`config.mk`:
```
export PLATFORM = sky130hd
export DESIGN_NAME = fpebtp_top
export DESIGN_NICKNAME = d
export VERILOG_FILES = /design/src/fpebtp_pkg.sv /design/src/fpebtp_top.sv /design/src/fpebtp_sync.sv
export VERILOG_INCLUDE_DIRS = /design/src
export SDC_FILE = /design/constraint.sdc
export NUM_CORES = 1
export LEC_CHECK = 0
export ABC_CLOCK_PERIOD_IN_PS = 1200
export BUFFER_PORTS_ARGS = -buffer_cell sky130_fd_sc_hd__buf_2
export CORE_AREA = 2 2 39 41
export CTS_CLUSTER_SIZE = 24
export DETAILED_ROUTE_END_ITERATION = 10
export DIE_AREA = 0 0 41 43
export GPL_TIMING_DRIVEN = 0
export SLEW_MARGIN = 25
export SYNTH_ARGS = -nofsm -noshare
export SYNTH_HDL_FRONTEND = slang
export SYNTH_SLANG_ARGS = --single-unit
```
`constraint.sdc`:
```
create_clock -name CLK_I -period 1.2 [get_ports CLK_I]
set_input_delay 0.06 -clock CLK_I [delete_from_list [all_inputs] [get_ports CLK_I]]
set_output_delay 0.06 -clock CLK_I [all_outputs]
set_load 0.1 [all_outputs]
```
`src/fpebtp_defines.svh`:
```
// Timing counts, reset values and widths for the sideband pin logic.
`ifndef FPEBTP_DEFINES_SVH
`define FPEBTP_DEFINES_SVH

`define FPEBTP_CORES          2
`define FPEBTP_SYNC_STAGES    2
`define FPEBTP_PIN_IDLE       1'h1
`define FPEBTP_THROTTLE_OFF   2'h0
`define FPEBTP_PIPE_LATENCY   3

`endif

```
`src/fpebtp_pkg.sv`:
```
// Types shared by the sideband pin logic.
package fpebtp_pkg;

  typedef enum logic [1:0] {
    FPEBTP_ST_RUN      = 2'h0,
    FPEBTP_ST_STOPPING = 2'h1,
    FPEBTP_ST_STOPPED  = 2'h3
  } fpebtp_mode_t;

endpackage : fpebtp_pkg

```
`src/fpebtp_top.sv`:
```
// Floating-point error / pending break multiplexer and forced thermal throttle logic.
// Operation
// - Without stop-clock request, output shows unmasked floating-point error.
// - With stop-clock request, output shows only a pending break event.
// - Asserted force-throttle input turns on thermal control in both cores.
// - Thermal control stays on until force-throttle input is released.
`timescale 1ns/1ps
`include "fpebtp_defines.svh"

module fpebtp_top #(
  parameter int CORES = `FPEBTP_CORES
) (
  input  wire logic             CLK_I,
  input  wire logic             SRST_I,
  input  wire logic             STOP_CLOCK_REQUEST_N_I,
  input  wire logic             FORCE_THERMAL_THROTTLE_N_I,
  input  wire logic [CORES-1:0] FPU_ERROR_UNMASKED_I,
  input  wire logic [CORES-1:0] BREAK_PENDING_I,
  output logic                  FPU_ERROR_BREAK_PENDING_N_O,
  output logic      [CORES-1:0] THERMAL_CONTROL_ACTIVE_O,
  output logic      [1:0]       MODE_O
);

  // ----------------------------------------------------------------
  // Input synchronisation.
  // ----------------------------------------------------------------
  logic stop_n_s;
  logic force_n_s;

  fpebtp_sync u_sync_stop (
    .clk_i   (CLK_I),
    .srst_i  (SRST_I),
    .pin_n_i (STOP_CLOCK_REQUEST_N_I),
    .pin_n_o (stop_n_s)
  );

  fpebtp_sync u_sync_force (
    .clk_i   (CLK_I),
    .srst_i  (SRST_I),
    .pin_n_i (FORCE_THERMAL_THROTTLE_N_I),
    .pin_n_o (force_n_s)
  );

  function automatic logic any_set(input logic [CORES-1:0] v);
    any_set = |v;
  endfunction : any_set

  // ----------------------------------------------------------------
  // Stop-clock mode tracking.
  // ----------------------------------------------------------------
  fpebtp_pkg::fpebtp_mode_t mode_q;
  fpebtp_pkg::fpebtp_mode_t mode_d;

  always_comb begin
    case (mode_q)
      fpebtp_pkg::FPEBTP_ST_RUN:
        mode_d = !stop_n_s ? fpebtp_pkg::FPEBTP_ST_STOPPING : fpebtp_pkg::FPEBTP_ST_RUN;
      fpebtp_pkg::FPEBTP_ST_STOPPING:
        mode_d = !stop_n_s ? fpebtp_pkg::FPEBTP_ST_STOPPED : fpebtp_pkg::FPEBTP_ST_RUN;
      fpebtp_pkg::FPEBTP_ST_STOPPED:
        mode_d = !stop_n_s ? fpebtp_pkg::FPEBTP_ST_STOPPED : fpebtp_pkg::FPEBTP_ST_RUN;
      default:
        mode_d = fpebtp_pkg::FPEBTP_ST_RUN;
    endcase
  end

  always_ff @(posedge CLK_I) begin
    if (SRST_I) begin
      mode_q <= fpebtp_pkg::FPEBTP_ST_RUN;
    end else begin
      mode_q <= mode_d;
    end
  end

  always_ff @(posedge CLK_I) begin
    if (SRST_I) begin
      MODE_O <= 2'h0;
    end else begin
      MODE_O <= mode_d;
    end
  end

  // ----------------------------------------------------------------
  // Multiplexed error / pending break output.
  // ----------------------------------------------------------------
  logic err_brk_pend_d;

  always_comb begin
    if (stop_n_s) begin
      err_brk_pend_d = !any_set(FPU_ERROR_UNMASKED_I);
    end else begin
      err_brk_pend_d = !any_set(BREAK_PENDING_I);
    end
  end

  always_ff @(posedge CLK_I) begin
    if (SRST_I) begin
      FPU_ERROR_BREAK_PENDING_N_O <= `FPEBTP_PIN_IDLE;
    end else begin
      FPU_ERROR_BREAK_PENDING_N_O <= err_brk_pend_d;
    end
  end

  // ----------------------------------------------------------------
  // Forced thermal throttle of every core.
  // ----------------------------------------------------------------
  always_ff @(posedge CLK_I) begin
    if (SRST_I) begin
      THERMAL_CONTROL_ACTIVE_O <= '0;
    end else begin
      THERMAL_CONTROL_ACTIVE_O <= {CORES{!force_n_s}};
    end
  end
endmodule : fpebtp_top

```
`src/fpebtp_sync.sv`:
```
// Two-stage synchroniser for an active-low pin, resetting to the idle level.
`timescale 1ns/1ps
`include "fpebtp_defines.svh"

module fpebtp_sync (
  input  wire logic clk_i,
  input  wire logic srst_i,
  input  wire logic pin_n_i,
  output logic      pin_n_o
);

  logic meta_q;
  logic stable_q;

  always_ff @(posedge clk_i) begin
    if (srst_i) begin
      meta_q   <= `FPEBTP_PIN_IDLE;
      stable_q <= `FPEBTP_PIN_IDLE;
    end else begin
      meta_q   <= pin_n_i;
      stable_q <= meta_q;
    end
  end

  assign pin_n_o = stable_q;

endmodule : fpebtp_sync

```
==> results of run 1 <==
==> metal layers <==
| layer | vias to the layer above | GRT usage | share of wire |
|---|---|---|---|
| met5 | - | 0 | 0 |
| met4 | 0 | 0.0400 | 0 |
| met3 | 0 | 0.0942 | 0.20 |
| met2 | 12 | 0.0938 | 0.42 |
| met1 | 78 | 0.0359 | 0.37 |
| li1 | 98 | - | - |
==> cell families (layout without fill, tap and decap cells) <==
family                 count (synthesis)  count (layout)
AND/OR/NAND/NOR                        8               8
flip-flops                             8               8
AO/OA/AOI/OAI                          2               2
buffers and inverters                  2              19
==> path summary, 6_finish.rpt <==
| kind | cells after the start | endpoint |
|---|---|---|
| worst max-delay path | 2 | THERMAL_CONTROL_ACTIVE_O[1] |
| worst min-delay path | 2 | THERMAL_CONTROL_ACTIVE_O[0] |
| worst max register to register | 2 | FPU_ERROR_BREAK_PENDING_N_O |
| worst min register to register | 1 | THERMAL_CONTROL_ACTIVE_O[0] |
==> cells in the mapped netlist, drive strengths merged <==
cell	n	area (sq um)
a211o	1	8.76
buf	1	7.51
inv	1	3.75
nor3	2	10.0
a211oi	1	7.51
dfxtp	8	160
nor2	2	7.51
or2	4	25.0
==> what timing repair did <==
| action | in CTS | in global routing |
|---|---|---|
| setup buffers | 0 | 0 |
| endpoints found under the hold margin | 2 | 0 |
| hold buffers | 2 | 0 |
==> registers in the layout, summed over array words and instances (netlist names) <==
name and count:
FPU_ERROR_BREAK_PENDING_N_O 1, MODE_O 2, THERMAL_CONTROL_ACTIVE_O 1, u_sync_force.meta_q 1, u_sync_force.pin_n_o 1, u_sync_stop.meta_q 1
u_sync_stop.pin_n_o 1
==> stage by stage <==
stage | std cells | area [sq um]
finish | 53 | 357
CTS | 53 | 357
global placement | 48 | 314
global route | 53 | 357
detailed placement | 48 | 314
floorplan | 20 | 234
==> power by group through the flow <==
| stage | registers, mW | clock network (mW) | logic [mW] |
|---|---|---|---|
| 2_1_floorplan | 0.318 | 0 | 0.0168 |
| 3_3_place_gp | 0.286 | 0 | 0.0675 |
| 3_5_place_dp | 0.286 | 0 | 0.0682 |
| 4_1_cts | 0.280 | 0.210 | 0.0731 |
| 5_1_grt | 0.281 | 0.226 | 0.0769 |
| 6_report | 0.280 | 0.197 | 0.0723 |
==> area by class of cell <==
type / count / area [sq um] / share of cell area
tap: 16 / 20.0 / 0.0561
clock buffer: 3 / 22.5 / 0.0632
sequential: 8 / 164 / 0.460
buffer: 1 / 7.51 / 0.0211
timing repair buffer: 14 / 80.1 / 0.225
inverter: 1 / 3.75 / 0.0105
multi-input combinational: 10 / 58.8 / 0.165
==> placed cells by master, fill, tap and decap left out <==
cell and n:
dfxtp_1 5, nor2_1 2, dfxtp_2 3, a211oi_1 1, buf_4 1, buf_2 12, clkbuf_4 3, dlygate4sd3_1 2
a211o_1 1, or2_2 4, nor3_1 2, inv_1 1
==> qor.yml, run 1 <==
status: "finished, final reports clean"
grt_pass1_wl_microns: 655
cellLeakagePower_nw: 0.168
postRouteAntennaNets: 0
slew_viol_final: 0
cts_root_buf: "clkbuf_4"
hold_viol_final: 0
synth_compound_area_frac: 0.0707
synth_top_family_by_area: "simple AND/OR/NAND/NOR gates"
critPathTopFamily: "buffers and inverters"
hold_path.class: "input pin to flop"
grt_start_max_net_pins: 9
final_layout_size_suffix_gt1_frac: 0.622
setup_viol: 0
cts_inserted_buffers: 3
syn_area_sq_um: 230
die_area_sq_mm: 0.00176
diodes: 0
critPathSlowestCell: "buf_2"
chipWidth_microns: 41
crit_arrival_ns: 1.06
ys_seq_area_frac: 0.696
post-dp-hpwl_microns: 277
boundaryPins: 13
comb_power_share: 0.132
first_global_vias: 191
synth-simple-area-share: 0.185
final_util: 0.258
crit_start: "THERMAL_CONTROL_ACTIVE_O[0]"
drt_iter0_drc: 0
worst_pin_slew_ns: 0.486
grt_overflow: 0
critPathMaxStageDelay_ns: 0.41
clock.fmax_mhz: 894
hp-start: "SRST_I"
core-area_sq_mm: 0.00138
place.gp.congestion: 0.560
initial_utilization: 0.166
power_density_mw_per_mm2: 1540
cts_tree: "done"
fin_crit_ns: 1.12
ys_types: 8
cp.required_ns: 1.14
ys.warnings.count: 0
reg2reg_from: "u_sync_stop.pin_n_o"
fillers: 146
avgViaCountPerCell: 3.55
clock_sinks: 8
r2r_slack_ns: 0.40
cap_violations: 0
crit_type: "flop to output pin"
synthAdderAreaFrac: 0
vias: 188
slew_headroom: 0.678
clkSlewWorstSetupHoldPaths_ns: 0.05
io_buffers: 12
p_switching_mw: 0.136
place_ws_ns: 0.342
drt-pass1-iter-count: 1
drc: 0
holdWs_ns: 0.0453
finalCritPeriodShare: 0.933
nets: 47
rsz0062_at_grt: "no"
timing.final.ws_setup_ns: 0.0809
pwr-share-seq: 0.510
clockBufferDepth: 2
syn_area_per_cell_sq_um: 11.5
setup_tns_ns: 0
antenna_found_initial: 0
cp_num_buf_inv: 2
synth_seq_cells: 8
end_kind: "output pin"
p_clk_frac: 0.359
vdd_drop_max_mv: 0.646
grt_usage: 0.0656
wl_microns: 378
crit_path_max_fanout: 2
row_count: 14
syn-num-nets: 28
swShare: 0.247
cts.htree.levels: 1
area_growth_pct: 54.9
path_cells: "buf_4 -> buf_2"
clkLatencyLatePin_ns: 0.25
p_total_mw: 0.550
syn_inst: 20
finalClockSkew_ns: 0.000497
fp.dieH_microns: 43
synth_xor_area_frac: 0
internal_power_mw: 0.414
cts_resized: 0
synthMuxAreaShare: 0
wl_per_cell_microns: 7.13
start_kind: "flop"
Power figures use the tool's default switching activity.
==> run 2, diff against run 1 <==
- MAX_ROUTING_LAYER: unset -> met4
==> qor.yml, run 2 (synthesis gave the netlist of run 1 again) <==
chipWidth_microns: 41
die_area_sq_mm: 0.00176
dp_cells: 48
critPathSlowestCell: "buf_2"
p_total_mw: 0.549
grt_usage: 0.0672
multi_input_area_sq_um: 58.8
grt_start_max_net_pins: 9
critPathTopFamily: "buffers and inverters"
largest_reg_flops: 2
finalCritPeriodShare: 0.932
setup_viol: 0
reg2reg_from: "u_sync_stop.pin_n_o"
comb_power_share: 0.132
cts_inserted_buffers: 3
mostFrequentLayoutCells: "12 x buf_2, 5 x dfxtp_1, 4 x or2_2"
vdd_drop_max_mv: 0.646
slew_headroom: 0.678
row_count: 14
hp-start: "SRST_I"
finalClockSkew_ns: 0.000618
clock.fmax_mhz: 894
holdWs_ns: 0.0456
core-area_sq_mm: 0.00138
final_util: 0.258
swShare: 0.246
fillers: 146
fin_cells: 53
cp.required_ns: 1.14
drc: 0
place_ws_ns: 0.342
first_global_vias: 190
timing.final.ws_setup_ns: 0.0816
slew_viol_final: 0
drt_iter0_drc: 0
cts_root_buf: "clkbuf_4"
p_clk_frac: 0.358
status: "finished, final reports clean"
fin_crit_ns: 1.12
boundaryPins: 13
placed_area_sq_um: 314
nets: 47
postRouteAntennaNets: 0
r2r_slack_ns: 0.40
clkLatencyLatePin_ns: 0.25
p_switching_mw: 0.135
place.gp.congestion: 0.562
hold_path.class: "input pin to flop"
cellLeakagePower_nw: 0.168
holdPathEnd: "THERMAL_CONTROL_ACTIVE_O[0]"
crit_arrival_ns: 1.06
grt_overflow: 0
crit_path_max_fanout: 2
clock_sinks: 8
post-dp-hpwl_microns: 277
top_register: "MODE_O"
io_buffers: 12
regArea_sq_um: 164
r2r_cells: 2
clkSlewWorstSetupHoldPaths_ns: 0.05
antenna_found_initial: 0
internal_power_mw: 0.414
pwr-share-seq: 0.511
hold_viol_final: 0
reg2reg_to: "FPU_ERROR_BREAK_PENDING_N_O"
initial_utilization: 0.166
setup_tns_ns: 0
area_growth_pct: 54.9
diodes: 0
wl_per_cell_microns: 7.11
end_kind: "output pin"
final_layout_size_suffix_gt1_frac: 0.622
grt_pass1_wl_microns: 648
worst_pin_slew_ns: 0.486
cts.htree.levels: 1
drt-pass1-iter-count: 1
avgViaCountPerCell: 3.57
cts_setup_buffers: 0
rsz0062_at_grt: "no"
cts_tree: "done"
clockBufferDepth: 2
start_kind: "flop"
fp.dieH_microns: 43
mostFrequentLayoutCell: "buf_2"
vias: 189
critPathMaxStageDelay_ns: 0.41
power_density_mw_per_mm2: 1540
final_area_sq_um: 357
cap_violations: 0
cp_num_buf_inv: 2
whs_path_depth: 2
crit_type: "flop to output pin"
path_cells: "buf_4 -> buf_2"
wl_microns: 377
==> run 2: timing repair <==
item                                   CTS  global route
resized for setup                        0             0
hold buffers                             2             0
endpoints found under the hold margin    2             0
==> run 2: routing by layer <==
metal	part of all wire	wire length (microns)	global-route usage	up-vias
li1	-	-	-	98
met1	0.36	136	0.0359	78
met2	0.42	157	0.0938	13
met4	0	0	0.0400	0
met5	0	0	-	-
met3	0.22	82	0.0942	0
==> run 2: cell type report <==
cell class	count	share of cell area
Clock buffer	3	0.0632
Multi-Input combinational cell	10	0.165
Inverter	1	0.0105
Timing Repair Buffer	14	0.225
Tap cell	16	0.0561
Sequential cell	8	0.460
Buffer	1	0.0211
==> run 2: power by group through the flow <==
stage	clock network, mW	logic, mW	registers, mW
after global routing	0.226	0.0769	0.281
after CTS	0.210	0.0731	0.280
after floorplan	0	0.0168	0.318
after global placement	0	0.0675	0.286
after detailed placement	0	0.0682	0.286
final	0.196	0.0723	0.280
==> run 2: worst max-delay path by stage <==
stage	endpoint	slack, ns	cells after the start	from
2_1_floorplan	THERMAL_CONTROL_ACTIVE_O[1]	0.12	1	THERMAL_CONTROL_ACTIVE_O[0]
3_3_place_gp	THERMAL_CONTROL_ACTIVE_O[1]	0.35	2	THERMAL_CONTROL_ACTIVE_O[0]
3_5_place_dp	THERMAL_CONTROL_ACTIVE_O[1]	0.34	2	THERMAL_CONTROL_ACTIVE_O[0]
4_1_cts	THERMAL_CONTROL_ACTIVE_O[1]	0.06	2	THERMAL_CONTROL_ACTIVE_O[0]
5_1_grt	THERMAL_CONTROL_ACTIVE_O[1]	0.02	2	THERMAL_CONTROL_ACTIVE_O[0]
6_report	THERMAL_CONTROL_ACTIVE_O[1]	0.08	2	THERMAL_CONTROL_ACTIVE_O[0]
==> run 2: worst register-to-register path: stages (launching register included) <==
cell     delay [ns]
dfxtp_1        0.37
nor3_1         0.07
a211o_1        0.26
==> run 3, diff against run 2 <==
- CORE_AREA: 2 2 39 41 -> 4 4 41 43
- CTS_CLUSTER_SIZE: 24 -> 28
- DIE_AREA: 0 0 41 43 -> 0 0 45 47
==> qor.yml, run 3 (synthesis gave the netlist of run 1 again) <==
status: "finished, final reports clean"
mostFrequentLayoutCells: "12 x buf_2, 5 x dfxtp_1, 4 x or2_2"
top_register: "MODE_O"
first_global_vias: 173
rsz0062_at_grt: "no"
slew_headroom: 0.678
power_density_mw_per_mm2: 1540
grt_overflow: 0
clkLatencyLatePin_ns: 0.25
diodes: 0
cts_inserted_buffers: 3
postRouteAntennaNets: 0
start_kind: "flop"
chipWidth_microns: 45
grt_usage: 0.0541
cts_hold_buf: 2
area_growth_pct: 54.3
core-area_sq_mm: 0.00130
avgViaCountPerCell: 3.40
cts_resized: 0
cts_setup_buffers: 0
vias: 177
setup_viol: 0
cts_root_buf: "clkbuf_4"
vdd_drop_max_mv: 0.796
io_buffers: 12
finalCritPeriodShare: 0.928
drt-pass1-iter-count: 1
fin_crit_ns: 1.11
p_total_mw: 0.549
holdWs_ns: 0.0560
clkSlewWorstSetupHoldPaths_ns: 0.05
final_layout_size_suffix_gt1_frac: 0.622
boundaryPins: 13
place.gp.congestion: 0.519
cap_violations: 0
wl_microns: 415
die_area_sq_mm: 0.00212
pwr-share-seq: 0.511
row_count: 13
clock.fmax_mhz: 898
slew_viol_final: 0
fillers: 149
comb_power_share: 0.132
grt_pass1_wl_microns: 710
p_clk_frac: 0.357
internal_power_mw: 0.414
clockBufferDepth: 2
grt_start_max_net_pins: 9
crit_type: "flop to output pin"
end_kind: "output pin"
swShare: 0.246
p_switching_mw: 0.135
setup_tns_ns: 0
r2r_slack_ns: 0.39
worst_pin_slew_ns: 0.486
initial_utilization: 0.177
fp.dieH_microns: 47
crit_path_max_fanout: 2
mostFrequentLayoutCell: "buf_2"
cts_tree: "done"
finalClockSkew_ns: 0.00252
cp.required_ns: 1.14
clock_sinks: 8
post-dp-hpwl_microns: 297
largest_reg_flops: 2
hold_path.class: "input pin to flop"
crit_arrival_ns: 1.05
wl_per_cell_microns: 7.98
nets: 47
hold_viol_final: 0
drc: 0
cellLeakagePower_nw: 0.168
drt_iter0_drc: 0
cts.htree.levels: 1
antenna_found_initial: 0
-- run 3: cell counts in the layout (fill, tap and decap cells not counted) --
Identical to the previous run, type by type.
-- run 3: metrics by stage --
stage                     setup WS [ns]  cell area [sq um]  utilization  instances
after floorplan                   0.118                234            -         20
after global placement            0.346                313        0.240         47
after detailed placement          0.342                313        0.240         47
after CTS                        0.0696                355        0.273         52
after global routing             0.0375                355        0.273         52
final                            0.0861                355        0.273         52
-- run 3: area by class of cell --
cell class	instances	area, sq um	share of cell area
Multi-Input combinational cell	10	58.8	0.165
Sequential cell	8	164	0.461
Tap cell	15	18.8	0.0528
Timing Repair Buffer	14	80.1	0.225
Buffer	1	7.51	0.0211
Inverter	1	3.75	0.0106
Clock buffer	3	22.5	0.0634
-- run 3: path summary, 6_finish.rpt --
| path | depth (start not counted) | start | to |
|---|---|---|---|
| worst max register to register | 2 | u_sync_stop.pin_n_o | FPU_ERROR_BREAK_PENDING_N_O |
| worst min-delay path | 2 | SRST_I | THERMAL_CONTROL_ACTIVE_O[0] |
| worst max-delay path | 2 | THERMAL_CONTROL_ACTIVE_O[0] | THERMAL_CONTROL_ACTIVE_O[1] |
| worst min register to register | 1 | u_sync_force.pin_n_o | THERMAL_CONTROL_ACTIVE_O[0] |
-- run 3: worst max-delay path, cell delays in order (launching register included) --
cell     delay, ns
dfxtp_2       0.31
buf_4         0.09
buf_2         0.41
-- run 3: power by group through the flow --
| stage | Sequential, mW | Clock, mW | Combinational [mW] |
|---|---|---|---|
| after global placement | 0.286 | 0 | 0.0676 |
| after global routing | 0.281 | 0.220 | 0.0771 |
| after floorplan | 0.318 | 0 | 0.0168 |
| after detailed placement | 0.286 | 0 | 0.0681 |
| final | 0.280 | 0.196 | 0.0727 |
| after CTS | 0.280 | 0.209 | 0.0732 |
-- run 3: metal layers --
| metal | vias to the layer above | track usage | part of all wire |
|---|---|---|---|
| li1 | 99 | - | - |
| met1 | 69 | 0.0552 | 0.47 |
| met5 | - | - | 0 |
| met4 | 0 | 0.0175 | 0 |
| met2 | 9 | 0.0678 | 0.39 |
| met3 | 0 | 0.0575 | 0.14 |
